--- config.mk ---
export PLATFORM = sky130hd
export DESIGN_NAME = apg_regs
export DESIGN_NICKNAME = d
export VERILOG_FILES = /design/src/pkg/apg_pkg.sv /design/src/verilog/apg_regs.sv /design/src/verilog/apg_level_decode.sv
export SDC_FILE = /design/constraint.sdc
export NUM_CORES = 1
export LEC_CHECK = 0
export BUFFER_PORTS_ARGS = -buffer_cell sky130_fd_sc_hd__buf_2
export CAP_MARGIN = 10
export CORE_ASPECT_RATIO = 1.2
export CORE_UTILIZATION = 48
export CTS_CLUSTER_SIZE = 12
export DETAILED_ROUTE_END_ITERATION = 6
export GPL_ROUTABILITY_DRIVEN = 0
export HOLD_SLACK_MARGIN = 0.03
export PLACE_DENSITY = 0.75
export SLEW_MARGIN = 5
export SYNTH_ARGS = -nofsm -noshare
export SYNTH_HDL_FRONTEND = slang
export SYNTH_HIERARCHICAL = 1
export SYNTH_SLANG_ARGS = --single-unit
--- constraint.sdc ---
create_clock -name clk -period 1.7 [get_ports clk]
set_input_delay 0.085 -clock clk [delete_from_list [all_inputs] [get_ports clk]]
set_output_delay 0.085 -clock clk [all_outputs]
set_load 0.03 [all_outputs]
--- src/pkg/apg_pkg.sv ---
// Purpose: Shared constants and types for the record-path gain and mix registers
// Assumes: Registers are addressed by their page-0 register number
// Notes:   Gain is carried in half-decibel units, mix attenuation in 1.5 dB units

package apg_pkg;

  // ----------------------------------------------------------------
  // Register offsets
  // ----------------------------------------------------------------
  localparam logic [7:0] ADDR_LEFT_ADC_AMP_GAIN      = 8'h0F;
  localparam logic [7:0] ADDR_RIGHT_ADC_AMP_GAIN     = 8'h10;
  localparam logic [7:0] ADDR_AUX_MIC_TO_LEFT_MIXER  = 8'h11;
  localparam logic [7:0] ADDR_AUX_MIC_TO_RIGHT_MIXER = 8'h12;

  // ----------------------------------------------------------------
  // Reset values and field positions
  // ----------------------------------------------------------------
  localparam logic [7:0] RST_ADC_AMP_GAIN = 8'h80;
  localparam logic [7:0] RST_AUX_MIC_MIX  = 8'hFF;
  localparam int         MUTE_BIT         = 7;
  localparam int         GAIN_MSB         = 6;
  localparam int         INPUT_A_MSB      = 7;
  localparam int         INPUT_A_LSB      = 4;
  localparam int         INPUT_B_MSB      = 3;
  localparam int         INPUT_B_LSB      = 0;

  // ----------------------------------------------------------------
  // Code limits
  // ----------------------------------------------------------------
  // Highest distinct gain code, 59.5 dB in half-decibel steps
  localparam logic [6:0] GAIN_CODE_MAX    = 7'h77;
  // Highest valid attenuation code, -12 dB
  localparam logic [3:0] LEVEL_CODE_MAX   = 4'h8;
  localparam logic [3:0] LEVEL_CODE_OFF   = 4'hF;

  // ----------------------------------------------------------------
  // Carriers
  // ----------------------------------------------------------------
  typedef struct packed {
    logic       mute;
    logic [6:0] gain_half_db;
  } apg_pga_ctrl_s;

  typedef struct packed {
    logic       connect;
    logic [3:0] atten_steps;
  } apg_mix_path_s;

endpackage : apg_pkg

--- src/verilog/apg_regs.sv ---
// Purpose: Record-path amplifier gain/mute and auxiliary mic mix registers
// Assumes: Register port strobes are synchronous to clk, at most one read and one write a cycle
// Notes:   Decoded controls change on the same edge that stores a write
//
// Summary of operation
// Left amplifier muted while its top bit set
// Right amplifier mute bit, resets muted
// Left gain linear, half-decibel steps from zero
// Gain codes from 119 upward saturate
// Right gain decodes exactly like left gain
// Left mixer nibbles: input a high, b low
// Valid code auto-connects input a left
// Codes 0 to 8 give 1.5 dB steps
// Software never writes codes 9 to 14
// Code 1111 disconnects input a from left
// Input b to left: valid connects, 1111 disconnects
// Input a to right: valid connects, 1111 disconnects
// Input b to right auto-connects when valid
// Input b right disconnects on 1111; resets 1111
// Reads return written values; controls update immediately

`timescale 1ns/1ps

module apg_regs
  import apg_pkg::*;
#(
  parameter int ADDR_W = 8
)(
  // Clock and reset
  input  wire logic              clk,
  input  wire logic              sys_rst,
  // Register port
  input  wire logic              reg_wr_en,
  input  wire logic              reg_rd_en,
  input  wire logic [ADDR_W-1:0] reg_addr,
  input  wire logic [7:0]        reg_wr_data,
  output logic      [7:0]        reg_rd_data,
  output logic                   reg_rd_valid,
  // Amplifier controls
  output apg_pga_ctrl_s          left_pga,
  output apg_pga_ctrl_s          right_pga,
  // Mixer path controls
  output apg_mix_path_s          left_mix_input_a,
  output apg_mix_path_s          left_mix_input_b,
  output apg_mix_path_s          right_mix_input_a,
  output apg_mix_path_s          right_mix_input_b
);

  // ----------------------------------------------------------------
  // Parameter check
  // ----------------------------------------------------------------
  // Refused at elaboration: narrower buses alias the four offsets
  if (ADDR_W < 5 || ADDR_W > 8) begin : g_addr_w_check
    $error("apg_regs: ADDR_W must be 5 to 8 to reach registers 0x0F-0x12");
  end

  // ----------------------------------------------------------------
  // Helpers
  // ----------------------------------------------------------------
  function automatic logic [6:0] sat_gain(input logic [6:0] code);
    sat_gain = (code > GAIN_CODE_MAX) ? GAIN_CODE_MAX : code;
  endfunction : sat_gain

  function automatic apg_pga_ctrl_s pga_decode(input logic [7:0] value);
    pga_decode.mute         = value[MUTE_BIT];
    pga_decode.gain_half_db = sat_gain(value[GAIN_MSB:0]);
  endfunction : pga_decode

  // ----------------------------------------------------------------
  // Address decode
  // ----------------------------------------------------------------
  wire logic sel_left_gain  = (reg_addr == ADDR_W'(ADDR_LEFT_ADC_AMP_GAIN));
  wire logic sel_right_gain = (reg_addr == ADDR_W'(ADDR_RIGHT_ADC_AMP_GAIN));
  wire logic sel_left_mix   = (reg_addr == ADDR_W'(ADDR_AUX_MIC_TO_LEFT_MIXER));
  wire logic sel_right_mix  = (reg_addr == ADDR_W'(ADDR_AUX_MIC_TO_RIGHT_MIXER));

  // ----------------------------------------------------------------
  // Register storage
  // ----------------------------------------------------------------
  logic [7:0] left_gain_q;
  logic [7:0] right_gain_q;
  logic [7:0] left_mix_q;
  logic [7:0] right_mix_q;

  wire logic [7:0] left_gain_d  = (reg_wr_en && sel_left_gain)  ? reg_wr_data : left_gain_q;
  wire logic [7:0] right_gain_d = (reg_wr_en && sel_right_gain) ? reg_wr_data : right_gain_q;
  wire logic [7:0] left_mix_d   = (reg_wr_en && sel_left_mix)   ? reg_wr_data : left_mix_q;
  wire logic [7:0] right_mix_d  = (reg_wr_en && sel_right_mix)  ? reg_wr_data : right_mix_q;

  // Mute bits reset set so both amplifiers start silent
  always_ff @(posedge clk) begin
    if (sys_rst) begin
      left_gain_q  <= RST_ADC_AMP_GAIN;
      right_gain_q <= RST_ADC_AMP_GAIN;
      left_mix_q   <= RST_AUX_MIC_MIX;
      right_mix_q  <= RST_AUX_MIC_MIX;
    end else begin
      left_gain_q  <= left_gain_d;
      right_gain_q <= right_gain_d;
      left_mix_q   <= left_mix_d;
      right_mix_q  <= right_mix_d;
    end
  end

  // ----------------------------------------------------------------
  // Read path
  // ----------------------------------------------------------------
  // Unmapped addresses read as zero; a read in a write cycle sees the old value
  wire logic [7:0] rd_mux =
    sel_left_gain  ? left_gain_q  :
    sel_right_gain ? right_gain_q :
    sel_left_mix   ? left_mix_q   :
    sel_right_mix  ? right_mix_q  : 8'h00;

  always_ff @(posedge clk) begin
    if (sys_rst) begin
      reg_rd_data  <= 8'h00;
      reg_rd_valid <= 1'b0;
    end else begin
      reg_rd_valid <= reg_rd_en;
      reg_rd_data  <= reg_rd_en ? rd_mux : reg_rd_data;
    end
  end

  // ----------------------------------------------------------------
  // Mixer level decode
  // ----------------------------------------------------------------
  // Decoding the next value lets controls follow the write on the same edge
  apg_mix_path_s lma_d;
  apg_mix_path_s lmb_d;
  apg_mix_path_s rma_d;
  apg_mix_path_s rmb_d;

  apg_level_decode u_dec_lma (
    .level_code (left_mix_d[INPUT_A_MSB:INPUT_A_LSB]),
    .path       (lma_d)
  );
  apg_level_decode u_dec_lmb (
    .level_code (left_mix_d[INPUT_B_MSB:INPUT_B_LSB]),
    .path       (lmb_d)
  );
  apg_level_decode u_dec_rma (
    .level_code (right_mix_d[INPUT_A_MSB:INPUT_A_LSB]),
    .path       (rma_d)
  );
  apg_level_decode u_dec_rmb (
    .level_code (right_mix_d[INPUT_B_MSB:INPUT_B_LSB]),
    .path       (rmb_d)
  );

  // ----------------------------------------------------------------
  // Registered controls
  // ----------------------------------------------------------------
  always_ff @(posedge clk) begin
    if (sys_rst) begin
      left_pga          <= '{mute: 1'b1, gain_half_db: 7'h00};
      right_pga         <= '{mute: 1'b1, gain_half_db: 7'h00};
      left_mix_input_a  <= '{connect: 1'b0, atten_steps: 4'h0};
      left_mix_input_b  <= '{connect: 1'b0, atten_steps: 4'h0};
      right_mix_input_a <= '{connect: 1'b0, atten_steps: 4'h0};
      right_mix_input_b <= '{connect: 1'b0, atten_steps: 4'h0};
    end else begin
      left_pga          <= pga_decode(left_gain_d);
      right_pga         <= pga_decode(right_gain_d);
      left_mix_input_a  <= lma_d;
      left_mix_input_b  <= lmb_d;
      right_mix_input_a <= rma_d;
      right_mix_input_b <= rmb_d;
    end
  end

  // ----------------------------------------------------------------
  // Assertions
  // ----------------------------------------------------------------
  property p_left_mute_follows_write;
    @(posedge clk) disable iff (sys_rst)
    (reg_wr_en && sel_left_gain) |=> (left_pga.mute == $past(reg_wr_data[MUTE_BIT]));
  endproperty
  a_left_mute_follows_write: assert property (p_left_mute_follows_write)
    else $error("left mute did not follow write");

  property p_mute_after_reset;
    @(posedge clk)
    $past(sys_rst) && !sys_rst |-> left_pga.mute && right_pga.mute
                                   && left_gain_q == RST_ADC_AMP_GAIN
                                   && right_gain_q == RST_ADC_AMP_GAIN;
  endproperty
  a_mute_after_reset: assert property (p_mute_after_reset)
    else $error("amplifiers not muted after reset");

  property p_right_mute_level;
    @(posedge clk) disable iff (sys_rst)
    right_pga.mute == right_gain_q[MUTE_BIT];
  endproperty
  a_right_mute_level: assert property (p_right_mute_level)
    else $error("right mute differs from register bit");

  property p_left_gain_linear;
    @(posedge clk) disable iff (sys_rst)
    (left_gain_q[6:0] <= 7'h76) |-> (left_pga.gain_half_db == left_gain_q[6:0]);
  endproperty
  a_left_gain_linear: assert property (p_left_gain_linear)
    else $error("left gain not linear below ceiling");

  property p_gain_saturates;
    @(posedge clk) disable iff (sys_rst)
    (left_gain_q[6:0] >= 7'h77) |-> (left_pga.gain_half_db == 7'h77);
  endproperty
  a_gain_saturates: assert property (p_gain_saturates)
    else $error("left gain did not saturate at 59.5 dB");

  property p_right_gain_same;
    @(posedge clk) disable iff (sys_rst)
    (reg_wr_en && sel_right_gain) |=> (right_pga.gain_half_db ==
      (($past(reg_wr_data[6:0]) > GAIN_CODE_MAX) ? GAIN_CODE_MAX : $past(reg_wr_data[6:0])));
  endproperty
  a_right_gain_same: assert property (p_right_gain_same)
    else $error("right gain decode differs from left");

  property p_left_a_connects;
    @(posedge clk) disable iff (sys_rst)
    (reg_wr_en && sel_left_mix && reg_wr_data[7:4] <= 4'h8)
      |=> left_mix_input_a.connect && left_mix_input_a.atten_steps == $past(reg_wr_data[7:4]);
  endproperty
  a_left_a_connects: assert property (p_left_a_connects)
    else $error("input a not connected to left mixer");

  property p_left_a_off;
    @(posedge clk) disable iff (sys_rst)
    (left_mix_q[7:4] == 4'hF) |-> !left_mix_input_a.connect;
  endproperty
  a_left_a_off: assert property (p_left_a_off)
    else $error("input a left not disconnected by 1111");

  property p_left_b_path;
    @(posedge clk) disable iff (sys_rst)
    left_mix_input_b.connect == (left_mix_q[3:0] <= 4'h8);
  endproperty
  a_left_b_path: assert property (p_left_b_path)
    else $error("input b left connect wrong");

  property p_right_paths;
    @(posedge clk) disable iff (sys_rst)
    (right_mix_input_a.connect == (right_mix_q[7:4] <= 4'h8))
      && (right_mix_input_b.connect == (right_mix_q[3:0] <= 4'h8));
  endproperty
  a_right_paths: assert property (p_right_paths)
    else $error("right mixer connect wrong");

  property p_readback;
    @(posedge clk) disable iff (sys_rst)
    (reg_rd_en && sel_left_mix) |=> reg_rd_valid && reg_rd_data == $past(left_mix_q);
  endproperty
  a_readback: assert property (p_readback)
    else $error("readback differs from stored value");

endmodule : apg_regs

--- src/verilog/apg_level_decode.sv ---
// Purpose: Decode one four-bit input level code into connect and attenuation
// Assumes: Codes 9 to 14 are never written by software
// Notes:   Purely combinational; the caller registers the result

`timescale 1ns/1ps

module apg_level_decode
  import apg_pkg::*;
(
  // Level code
  input  wire logic [3:0]    level_code,
  // Decoded path control
  output apg_mix_path_s      path
);

  // ----------------------------------------------------------------
  // Decode
  // ----------------------------------------------------------------
  // Reserved codes fall out as disconnected: a silent input is safer than noise
  wire logic code_valid = (level_code <= LEVEL_CODE_MAX);

  assign path.connect     = code_valid;
  assign path.atten_steps = code_valid ? level_code : 4'h0;

endmodule : apg_level_decode

* Word level (Yosys, flattened, before mapping)
Cells that the tools add are included.
** Word-level totals
- Register bits :: 77
- Latch bits :: 0
- RAM bits :: 0
- Bits in read-only memories :: 0
- Input bits :: 20
- Output and inout port bits :: 45
- Logic and storage cells :: 54
- Memories kept :: 0
** Cells by class
- Add/subtract/negate cells :: 0
- Multipliers :: 0
- Div/mod/pow operators :: 0
- Magnitude comparators :: 6
- Equality and inequality tests :: 4
- Shifts and indexed selects :: 0
- Muxes and demuxes :: 10
- Bitwise logic cells :: 4
- Reduce and logical (&&, ||, !) cells :: 10
** Operator list (count)
- $mux W8 :: 8
- $eq A8 B5 Y1 const B :: 3
- $le A4 B4 Y1 const B :: 4
- $gt A7 B7 Y1 const B :: 2
- $mux W7 :: 2
- $reduce_or A2 Y1 :: 6
- $eq A8 B4 Y1 const B :: 1
- $logic_and A1 B1 Y1 :: 4
- $not A1 Y1 :: 4

* Logic depth before layout (Yosys ltp)
Gate-level depths: netlist (run 1).
- Depth after elaboration :: 6
- Mapped depth :: 6
- Depth with buffers taken out :: 5

* By module
Netlist (run 1), hierarchy kept.
** Modules (own cells, without submodules)
- apg_regs :: instances 1, cells an instance 256, area each 2797.7 µm², seq. area each 1501.4 µm²
- apg_level_decode :: instances 4, cells an instance 6, area each 48.8 µm², seq. area each 0.0 µm²

* Worst setup path before layout (run 1)
OpenSTA, ideal clock, no wires.
- Kind :: input port to flip-flop
- From :: in reg_addr[0]
- To :: reg right_mix_input_a[4] (netlist name)
- Library setup time :: 0.065 ns
- Data arrival time :: 1.543 ns
- Data required time :: 1.635 ns
- Setup slack :: 0.092 ns
- Stages :: 6
- Buffers on the path :: 1
- Cells stage by stage :: nor4b_4 > nand3_4 > mux2_2 > o31ai_1 > buf_4 > nor2b_1
** Between the ends
- Longest elaborated chain between the ends :: 4
** Ends and longest elaborated chain
- from (decl) :: line apg_regs.sv:35 : input wire logic [ADDR_W-1:0] reg_addr,
- $eq A8 B5 Y1 :: line apg_regs.sv:75 : wire logic sel_right_mix = (reg_addr == ADDR_W'(ADDR_AUX_MIC_TO_RIGHT_MIXER));
- $logic_and A1 B1 Y1 :: line apg_regs.sv:88 : wire logic [7:0] right_mix_d = (reg_wr_en && sel_right_mix) ? reg_wr_data : right_mix_q;
- $mux W8 :: line apg_regs.sv:88
- via right_mix_d[4] :: line apg_regs.sv:88
- $le A4 B4 Y1 :: line apg_level_decode.sv:20 : wire logic code_valid = (level_code <= LEVEL_CODE_MAX);
- via u_dec_rma.code_valid :: line apg_level_decode.sv:20
- to (signal assigned) :: line apg_regs.sv:160 : right_mix_input_a <= '{connect: 1'b0, atten_steps: 4'h0};
- to (signal assigned) :: line apg_regs.sv:167 : right_mix_input_a <= rma_d;
- to (decl) :: line apg_regs.sv:45 : output apg_mix_path_s right_mix_input_a,
The timed path passes the listed nets, and every way through them passes these cells.
A chain may end at the register's enable or synchronous reset.

==> results of run 1 <==
==> repair_timing <==
item                                   4_1_cts  5_1_grt
hold buffers                                 2        0
setup buffers                                0        0
endpoints found under the hold margin        2        0
==> logic make-up after synthesis <==
family	synth area share, %
simple gates	23.6
flops	50.2
mux	14.9
compound gates	7.48
buf+inv	3.89
==> per-layer routing <==
metal  track usage (%)  part of all wire [%]  up-vias
met5                 0                     0        -
met4              12.1                   2.5        0
met3              3.76                   4.0       14
met2              33.7                    50       58
met1              25.1                    43     1038
li1                  -                     -     1104
==> stage by stage <==
| stage | setup slack (ps) | util [%] | hold slack (ps) |
|---|---|---|---|
| after floorplan | 91.7 | - | 203 |
| after global placement | -52.2 | 56.4 | 364 |
| after detailed placement | -49.2 | 56.4 | 380 |
| after CTS | 307 | 59.4 | 93.8 |
| after global routing | 215 | 59.4 | 133 |
| final | 320 | 59.4 | 117 |
==> Yosys cell counts <==
master    instances  area share [%]
a21oi_1           1            0.17
nand3_4           1            0.59
nor2b_1          34             7.1
nor3b_1           4             1.0
dfxtp_1          75              50
o31ai_1           4             1.0
mux2_2           25             9.4
mux2i_2           1            0.46
nand4b_4          1            0.79
o21ai_1           4            0.67
a211o_1           1            0.29
buf_6             2            0.75
nor4b_4           2             1.6
nor4b_2           4             2.0
or2_1            10             2.1
nand4_1           1            0.21
or3b_1            1            0.29
nor2_1           23             2.9
buf_4             7             1.8
clkbuf_1          7            0.88
nand2_1          11             1.4
nand3_1           5            0.84
and3b_1           2            0.59
mux2i_1          15             5.0
or2_2             8             1.7
nand3b_1          1            0.25
nor4b_1           1            0.29
a221oi_1          8             2.3
buf_2             3            0.50
o21ai_0          18             3.0
==> power by group through the flow <==
stage / logic, W / clock network (W) / registers, W
2_1_floorplan: 0.0000715 / 0 / 0.00181
3_3_place_gp: 0.000148 / 0 / 0.00180
3_5_place_dp: 0.000149 / 0 / 0.00180
4_1_cts: 0.000153 / 0.00116 / 0.00176
5_1_grt: 0.000166 / 0.00125 / 0.00176
6_report: 0.000154 / 0.00113 / 0.00176
==> cells in the final DEF (no fill, tap or decap), types with 2 or more instances in the layout <==
| cell | n |
|---|---|
| dfxtp_1 | 75 |
| clkbuf_8 | 10 |
| o21ai_0 | 18 |
| nand3_1 | 5 |
| buf_4 | 7 |
| nor4b_2 | 4 |
| mux2i_1 | 15 |
| nor4b_4 | 2 |
| or2_2 | 8 |
| o21ai_1 | 4 |
| or2_1 | 10 |
| a221oi_1 | 8 |
| and3b_1 | 2 |
| clkinv_2 | 3 |
| dlygate4sd3_1 | 2 |
| nor2_1 | 23 |
| nor3b_1 | 4 |
| clkbuf_1 | 2 |
| nand2_1 | 11 |
| o31ai_1 | 4 |
| buf_12 | 2 |
| mux2_2 | 25 |
| nor2b_1 | 34 |
| buf_2 | 64 |
==> worst reg2reg max path, cell delays in order (launching register included) <==
cell and delay, ps:
dfxtp_1 330, mux2_2 280, a221oi_1 370, o21ai_0 150
==> final cells by class <==
cell class              count  area [sq um]
fillers                   512          2440
flip-flops and latches     75          1500
multi-input cells         186          1380
repair buffers             75           433
clock buffers              12           145
well taps                  82           103
clock inverters             3          15.0
==> flip-flops by register name (all words and copies together) (netlist names) <==
name / count
right_gain_q: 8
right_pga: 7
right_mix_q: 8
left_mix_input_a: 5
left_gain_q: 8
left_mix_q: 8
right_mix_input_a: 5
reg_rd_data: 8
right_mix_input_b: 5
left_mix_input_b: 5
left_pga: 7
reg_rd_valid: 1
==> path summary, 6_finish.rpt <==
kind                                       from  cells past startpoint                   to
worst max-delay path                reg_addr[7]                      7  left_mix_input_a[4]
worst min-delay path             reg_wr_data[2]                      3      right_gain_q[2]
worst max register to register  right_gain_q[5]                      3       reg_rd_data[5]
worst min register to register   reg_rd_data[3]                      2       reg_rd_data[3]
==> results by group, run 1 <==
Critical path
  • Cells along the critical path: buf_2, nor4b_4, buf_4, nand4b_4, mux2_2, o31ai_1, nor2b_1
  • R2R Setup Slk: ~460 ps
  • Total buffers and inverters traversed by the critical path: 2
  • Crit path max-delay cell type: mux2_2
  • Critical path startpoint category: primary input
  • Kind of critical path: in -> reg
  • Category of cells accounting for the largest share of critical-path delay: simple AND/OR/NAND/NOR gates
  • Largest fanout of any net on the critical path: 8
  • Largest stage delay on the critical path: 370 ps
  • Worst EP required: roughly 2000 ps
  • Endpoint kind of the worst setup timing path: flip-flop
  • Endpoint arrival time on the critical path: 1660 ps

STA
  • Total Negative Setup Slacks: 0 ps
  • Post-route minimum period: about 1400 ps
  • Achievable clock frequency: slightly above 700 MHz
  • RSZ-0062 raised after global routing: no
  • Final count of pins violating max slew: 0
  • Final worst clock skew: roughly 6.2 ps
  • Fraction of the cycle the final worst path needs: just over 80%
  • Slew HR: between 60% and 70%
  • Total count of hold-check failures in the final report: 0
  • Final number of setup-violating endpoints: 0
  • Slew at the pin with the worst max-slew slack: roughly 510 ps

GRT
  • Number of antenna violations at the first check in global routing: 0
  • Via count of the first global-routing pass: just under 2000
  • Global-route wire length before repair: ~9700 um
  • Total congestion overflow: 0
  • Largest net degree at the start of global routing: 39
  • Combined global-route utilization of all metal layers: between 20% and 30%

Cells and area
  • Area Growth Syn to Fin: 19.4%
  • Fin area: approximately 3600 sq um
  • Finished Layout Cells: around 430
  • Number of nets in the final layout: ~370
  • Ant diodes: 0
  • Layout cell share with drive strength beyond 1: 36.5%

Logic synthesis
  • Post-synthesis instance area: approximately 3000 sq um
  • Ys Warns: 6
  • Instance count of the mapped netlist: 280
  • Syn_nets: 300
  • Average cell area after synthesis: 10.7 sq um
  • Synthesized flop and latch total: 75
  • Sequential-to-total area share from yosys stat: between 50% and 60%
  • Number of distinct standard cells referenced by the synthesized netlist: 30

Clock tree
  • Longest Clk Path Bufs: 2
  • Clock tree from TritonCTS: built
  • Number of buffers created by CTS: 9
  • Clock tree root buffer cell: clkbuf_8
  • Post-cts repair resize count: 0
  • Sinks on Clock Net: 75
  • Clock slew at the register clock pins of the worst setup and hold paths: ~70 ps
  • Level count of the clock H-tree: 3
  • Worst-Skew Late Latency: approximately 340 ps

Placement
  • Sum of net half-perimeters after detailed placement: ~4500 um
  • Cell area after placement: about 3400 sq um
  • Inst Count DP: 416
  • Number of port buffers: 64

Status
  • Outcome: completed

Power
  • Clock group share of total power: between 30 and 40%
  • Psw: 0.000673 W
  • Part of the total power dissipated in sequential elements: between 50% and 60%
  • Power density cells: 853 nW/um^2
  • Worst-case vdd ir drop: 0.000421 V
  • Leakage: about 1.5 nW
  • Total power after layout: 0.00305 W
  • Part of the power in combinational logic: ~5%
  • Switch share: roughly 22%
  • Cell internal power dissipation: between 0.002 and 0.0025 W

Floorplanning
  • Full die area: 6560 sq um
  • Effective utilization at floorplan: about half
  • Width of the chip: roughly 74 um
  • Row count: 31
  • I/O pin count: between 60 and 70
  • DIE HEIGHT: 88.5 um
  • Core Area: around 6000 sq um

Detailed routing
  • First DRT Iteration DRCs: 178
  • DR vias/cell: about 5
  • Number of antenna-violating nets in the routed design: 0
  • Drt wl/cell: approximately 14 um
  • Total DRC errors in the routed layout: 0
  • Number of optimization iterations in the first detailed-route pass: 5
  • Via total after detailed routing: about 2200
  • Wire length reported by the detailed router: 6220 um

Min path
  • Class of the worst hold path: in -> reg

Flow run
  • Maximum capacitance violations: 0
No activity file was read; power rests on OpenSTA's default activity.
==> inputs of run 2 (changes only) <==
- clock period: 1.7 -> 1.2 ns (I/O delays scaled with it)
==> run 2 against run 1 <==
  * The flow now finishes with violations (negative setup slack)
  * Sequential share of layout area shrank 5.4 points
  * Non-clock buffer count rose by 16
  * First-iteration DRC count fell by 28%
  * Global-route usage grew 0.21 points
  * Register-to-register slack worse by 560 ps
  * Via count grew 6.6%
  * Sequential power increased by 41%
  * Clock power increased by 94%
  * Total power is 63% higher
  * Final cell count is 3.9% higher
  * Sequential cell count is the same
  * Routed wire length rose by 18%
  * Critical path type unchanged
  * Largest cell class is now multi-input combinational cells
  * Largest power group unchanged
==> results by group, run 2 (synthesis results as in run 1) <==
GRT
  • Combined global-route utilization of all metal layers: around a fifth
  • Global-route wire length before repair: 9850 um
  • Largest net degree at the start of global routing: 38
  • Total congestion overflow: 0
  • Via count of the first global-routing pass: a little over 2000
  • Number of antenna violations at the first check in global routing: 0

Clock tree
  • Longest Clk Path Bufs: 2
  • Sinks on Clock Net: 75
  • Worst-Skew Late Latency: approximately 350 ps
  • Level count of the clock H-tree: 3
  • Clock tree root buffer cell: clkbuf_8
  • Clock slew at the register clock pins of the worst setup and hold paths: about 70 ps
  • Number of buffers created by CTS: 9
  • Clock tree from TritonCTS: built

Detailed routing
  • Wire length reported by the detailed router: around 7400 um
  • Via total after detailed routing: 2361
  • First DRT Iteration DRCs: ~130
  • Number of optimization iterations in the first detailed-route pass: 4
  • DR vias/cell: 5.25
  • Number of antenna-violating nets in the routed design: 0
  • Total DRC errors in the routed layout: 0
  • Drt wl/cell: ~16 um

Placement
  • Sum of net half-perimeters after detailed placement: approximately 4500 um
  • Number of port buffers: 64
  • Setup slack at placement: -480 ps
  • Inst Count DP: roughly 430

STA
  • Crit path setup slack, layout: -133 ps
  • Final worst clock skew: 7.72 ps
  • Slew HR: a little under 60%
  • Fraction of the cycle the final worst path needs: 111%
  • Achievable clock frequency: approximately 750 MHz
  • Total count of hold-check failures in the final report: 0
  • Tightest hold margin: about 66 ps
  • RSZ-0062 raised after global routing: yes
  • Final count of pins violating max slew: 0
  • Post-route minimum period: around 1300 ps
  • Slew at the pin with the worst max-slew slack: 613 ps
  • Final number of setup-violating endpoints: 50

Power
  • Psw: between 0.001 and 0.0015 W
  • Cell internal power dissipation: 0.00389 W
  • Leakage: 1.69 nW
  • Part of the power in combinational logic: 5.8%
  • Part of the total power dissipated in sequential elements: about half
  • Clock group share of total power: between 40 and 50%
  • Power density cells: 1210 nW/um^2
  • Switch share: 21.6%
  • Worst-case vdd ir drop: roughly 0.00084 V

Floorplanning
  • Core Area: 6010 sq um
  • Effective utilization at floorplan: about 50%
  • I/O pin count: 65
  • Full die area: ~6600 sq um
  • Width of the chip: between 70 and 80 um
  • Row count: 31
  • DIE HEIGHT: 88.5 um

Cells and area
  • Area Growth Syn to Fin: 37.0%
  • Layout cell share with drive strength beyond 1: between 40 and 50%
  • Most common library cell in the layout ignoring fill and taps: dfxtp_1
  • Share of the core filled with cells: between 60% and 70%
  • Ant diodes: 0
  • Number of fill cells in the layout: 445
  • Number of nets in the final layout: 383
  • Top library cells by usage in the layout, fill and taps aside: 74 x dfxtp_1, 61 x buf_2, 30 x nor2b_1, 21 x nor2_1, 19 x buf_4
  • Finished Layout Cells: between 400 and 500

Flow run
  • Maximum capacitance violations: 0

Critical path
  • Critical path startpoint category: primary input
  • Category of cells accounting for the largest share of critical-path delay: simple AND/OR/NAND/NOR gates
  • Kind of critical path: in -> reg
  • Largest stage delay on the critical path: 380 ps
  • Endpoint kind of the worst setup timing path: flip-flop
  • Total buffers and inverters traversed by the critical path: 2
  • Cells along the critical path: buf_8, nor4b_4, buf_4, nand4b_4, mux2_4, nor4b_2, nor2b_1
  • Crit path max-delay cell type: mux2_4
  • Endpoint arrival time on the critical path: between 1500 and 2000 ps
  • Worst EP required: between 1000 and 1500 ps
  • Largest fanout of any net on the critical path: 8

Status
  • Outcome: finished, violations left
  • Violations in the final reports: negative setup slack

Min path
  • Class of the worst hold path: in -> reg
## run 2: changes by cell type in the layout (fill, tap and decap cells not counted), sizes merged
cell         before  now
clkinvlp          0    1
bufinv            0    2
dlygate4sd3       2    3
buf              73   88
clkinv            3    1
## run 2: what timing repair did
action,4_1_cts,5_1_grt
setup endpoints to repair,30,57
gates cloned,1,0
hold buffers,3,0
resized for setup,15,47
pin swaps,7,4
buffers inserted,1,2
hold endpoints to repair,4,0
## run 2: power by group through the flow
| stage | Sequential, W | Clock (W) | Combinational, W |
|---|---|---|---|
| after global routing | 0.00249 | 0.00232 | 0.000303 |
| after global placement | 0.00255 | 0 | 0.000234 |
| after detailed placement | 0.00255 | 0 | 0.000235 |
| after floorplan | 0.00256 | 0 | 0.000103 |
| final | 0.00249 | 0.00219 | 0.000288 |
| after CTS | 0.00249 | 0.00220 | 0.000253 |
## run 2: final cells by class
cell class	instances	area [sq um]	share of cell area (%)
Sequential cell	75	1500	36.7
Clock buffer	12	155	3.79
Clock inverter	4	72.6	1.77
Timing Repair Buffer	91	618	15.1
Tap cell	82	103	2.50
Multi-Input combinational cell	186	1650	40.2
## run 2: through the flow
stage	setup TNS, ps	area (sq um)	power, W
floorplan	-14000	3020	0.00266
global placement	-23210	3500	0.00279
detailed placement	-24310	3500	0.00279
CTS	-615	3860	0.00495
global route	-4600	4100	0.00512
finish	-2500	4100	0.00497
## run 2: per-layer routing
metal	vias up	track usage, %	wire, um
met4	0	12.1	162
met5	-	0	0
met2	76	33.6	3790
met1	1131	25.4	3000
met3	20	4.44	408
li1	1134	-	-
## run 2: path summary, 6_finish.rpt
kind / startpoint / end / slack, ps / cells past startpoint
max reg2reg: right_mix_q[7] / reg_rd_data[7] / -100 / 3
min: sys_rst / reg_rd_valid / 70 / 2
max: reg_addr[5] / left_mix_input_b[3] / -130 / 7
min reg2reg: reg_rd_data[0] / reg_rd_data[0] / 450 / 2
==> inputs of run 3 (changes only) <==
- CORE_UTILIZATION: 48 -> 53
- PLACE_DENSITY: 0.75 -> 0.78
- clock period: 1.2 -> 1.53 ns (I/O delays scaled with it)
==> run 3 against run 2 <==
  * The flow finishes with violations (design-rule violations)
  * Total power down 25%
  * Combinational power down 39%
  * Cell area down 12%
  * Clock skew down 1.6 ps
  * Critical path type unchanged
  * Largest cell class is now flip-flops and latches
  * Largest power group unchanged
==> results by group, run 3 (synthesis results as in run 1) <==
Status
  • Outcome: finished, violations left
  • Violations in the final reports: design-rule violations

Cells and area
  • Finished Layout Cells: around 420
  • Layout cell share with drive strength beyond 1: 37.7%
  • Top library cells by usage in the layout, fill and taps aside: 75 x dfxtp_1, 64 x buf_2, 34 x nor2b_1, 25 x mux2_2, 23 x nor2_1
  • Ant diodes: 0
  • Number of nets in the final layout: about 370
  • Area Growth Syn to Fin: 21.1%
  • Most common library cell in the layout ignoring fill and taps: dfxtp_1

Critical path
  • Worst EP required: approximately 1800 ps
  • Cell depth of the worst flop-to-flop path: 3
  • Source of the worst register-to-register timing path: right_gain_q[3]
  • Kind of critical path: in -> reg
  • Most used cell, CP: buf_4
  • Crit path max-delay cell type: or3b_1
  • Endpoint arrival time on the critical path: between 1500 and 2000 ps
  • Largest stage delay on the critical path: roughly 340 ps
  • Cells along the critical path: buf_2, nor4b_4, buf_4, or3b_1, buf_4, or2_2, a21oi_1
  • Capture instance of the worst register-to-register path: reg_rd_data[3]
  • Largest fanout of any net on the critical path: 11
  • Endpoint kind of the worst setup timing path: flip-flop
  • Critical path startpoint category: primary input
  • R2R Setup Slk: about 250 ps

Floorplanning
  • DIE HEIGHT: between 80 and 90 um
  • Row count: 29
  • Width of the chip: a little over 70 um
  • I/O pin count: between 60 and 70
  • Full die area: approximately 6000 sq um
  • Effective utilization at floorplan: 55.7%
  • Core Area: 5370 sq um

GRT
  • Total congestion overflow: 0
  • Number of antenna violations at the first check in global routing: 0
  • Global-route wire length before repair: 9650 um
  • Combined global-route utilization of all metal layers: ~22%
  • Via count of the first global-routing pass: about 1900
  • Largest net degree at the start of global routing: 32

Flow run
  • Maximum capacitance violations: 0

Power
  • Leakage: roughly 1.5 nW
  • Psw: 0.000789 W
  • Clock group share of total power: between 40 and 50%
  • Switch share: around a fifth
  • Power density cells: 1030 nW/um^2
  • Part of the total power dissipated in sequential elements: between 50% and 60%
  • Part of the power in combinational logic: under 10%
  • Worst-case vdd ir drop: roughly 0.00066 V
  • Cell internal power dissipation: just under 0.003 W

Min path
  • Class of the worst hold path: in -> reg
  • Origin of the worst min-delay path: sys_rst
  • WHS Path Cells: 2
  • Capture endpoint of the worst hold path: left_gain_q[1]

Detailed routing
  • Number of optimization iterations in the first detailed-route pass: 7
  • Drt wl/cell: roughly 15 um
  • DR vias/cell: 5.29
  • Number of antenna-violating nets in the routed design: 0
  • Via total after detailed routing: between 2000 and 2500
  • Wire length reported by the detailed router: about 6200 um
  • First DRT Iteration DRCs: approximately 140
  • Total DRC errors in the routed layout: 20

STA
  • Final number of setup-violating endpoints: 0
  • Slew HR: a little under two thirds
  • Total count of hold-check failures in the final report: 0
  • Achievable clock frequency: 742 MHz
  • RSZ-0062 raised after global routing: no
  • Slew at the pin with the worst max-slew slack: between 500 and 600 ps
  • Tightest hold margin: 58.7 ps
  • Final worst clock skew: between 6 and 7 ps
  • Final count of pins violating max slew: 0
  • Post-route minimum period: roughly 1300 ps
  • Fraction of the cycle the final worst path needs: 88.0%

Clock tree
  • Clock tree root buffer cell: clkbuf_8
  • Level count of the clock H-tree: 3
  • Clock tree from TritonCTS: built
  • Clock slew at the register clock pins of the worst setup and hold paths: about 70 ps
  • Sinks on Clock Net: 75
  • Number of buffers created by CTS: 9
  • Longest Clk Path Bufs: 2
  • Worst-Skew Late Latency: ~350 ps

Placement
  • Number of port buffers: 64
  • Inst Count DP: 400
  • Sum of net half-perimeters after detailed placement: between 4000 and 5000 um
## run 3: power groups by stage
stage	clock network, W	logic (W)	registers (W)
global route	0.00170	0.000188	0.00196
detailed placement	0	0.000171	0.00200
finish	0.00161	0.000176	0.00196
CTS	0.00162	0.000175	0.00196
floorplan	0	0.0000794	0.00201
global placement	0	0.000170	0.00200
## run 3: how the worst max path moves through the flow
stage                 from                    to  slack [ps]  cells after the start
2_1_floorplan  reg_addr[0]  right_mix_input_a[4]         -70                      6
3_3_place_gp   reg_addr[7]   left_mix_input_b[4]        -130                      7
3_5_place_dp   reg_addr[7]           left_pga[3]        -160                      7
4_1_cts        reg_addr[7]           left_pga[3]         200                      7
5_1_grt          reg_rd_en        reg_rd_data[3]         100                      7
6_report       reg_addr[7]           left_pga[3]         180                      7
## run 3: layout make-up
class / count / area [sq um]
Fill cell: 432 / 1750
Sequential cell: 75 / 1500
Multi-Input combinational cell: 186 / 1380
Timing Repair Buffer: 79 / 450
Clock buffer: 14 / 183
Tap cell: 62 / 77.6
Clock inverter: 1 / 30.0
## run 3: worst max-delay path: cells and delay by family
family                 cells  cell delay, ps
AO/OA/AOI/OAI              1             130
buffers and inverters      3             500
AND/OR/NAND/NOR            3             900
## run 3: what timing repair did
action	CTS	global route
endpoints found under the setup margin	0	2
buffers inserted	0	0
hold buffers	2	0
gates resized for setup	0	1
hold endpoints to repair	3	0
## run 3: stage by stage
step | power, W | TNS [ps] | util, % | area [sq um] | setup slack, ps
floorplan | 0.00209 | -213 | - | 2990 | -69.8
global placement | 0.00217 | -2260 | 63.0 | 3380 | -128
detailed placement | 0.00217 | -2480 | 63.0 | 3380 | -159
CTS | 0.00375 | 0 | 67.4 | 3620 | 198
global route | 0.00385 | 0 | 67.5 | 3620 | 95.2
finish | 0.00374 | 0 | 67.5 | 3620 | 183
## run 3: routing by layer
metal  vias to the layer above  wire, um  global-route usage, %
li1                       1109         -                      -
met1                      1013      2660                   26.8
met2                        74      3050                   35.4
met3                        11       390                   4.20
met4                         0       141                   12.7
met5                         -         0                      0
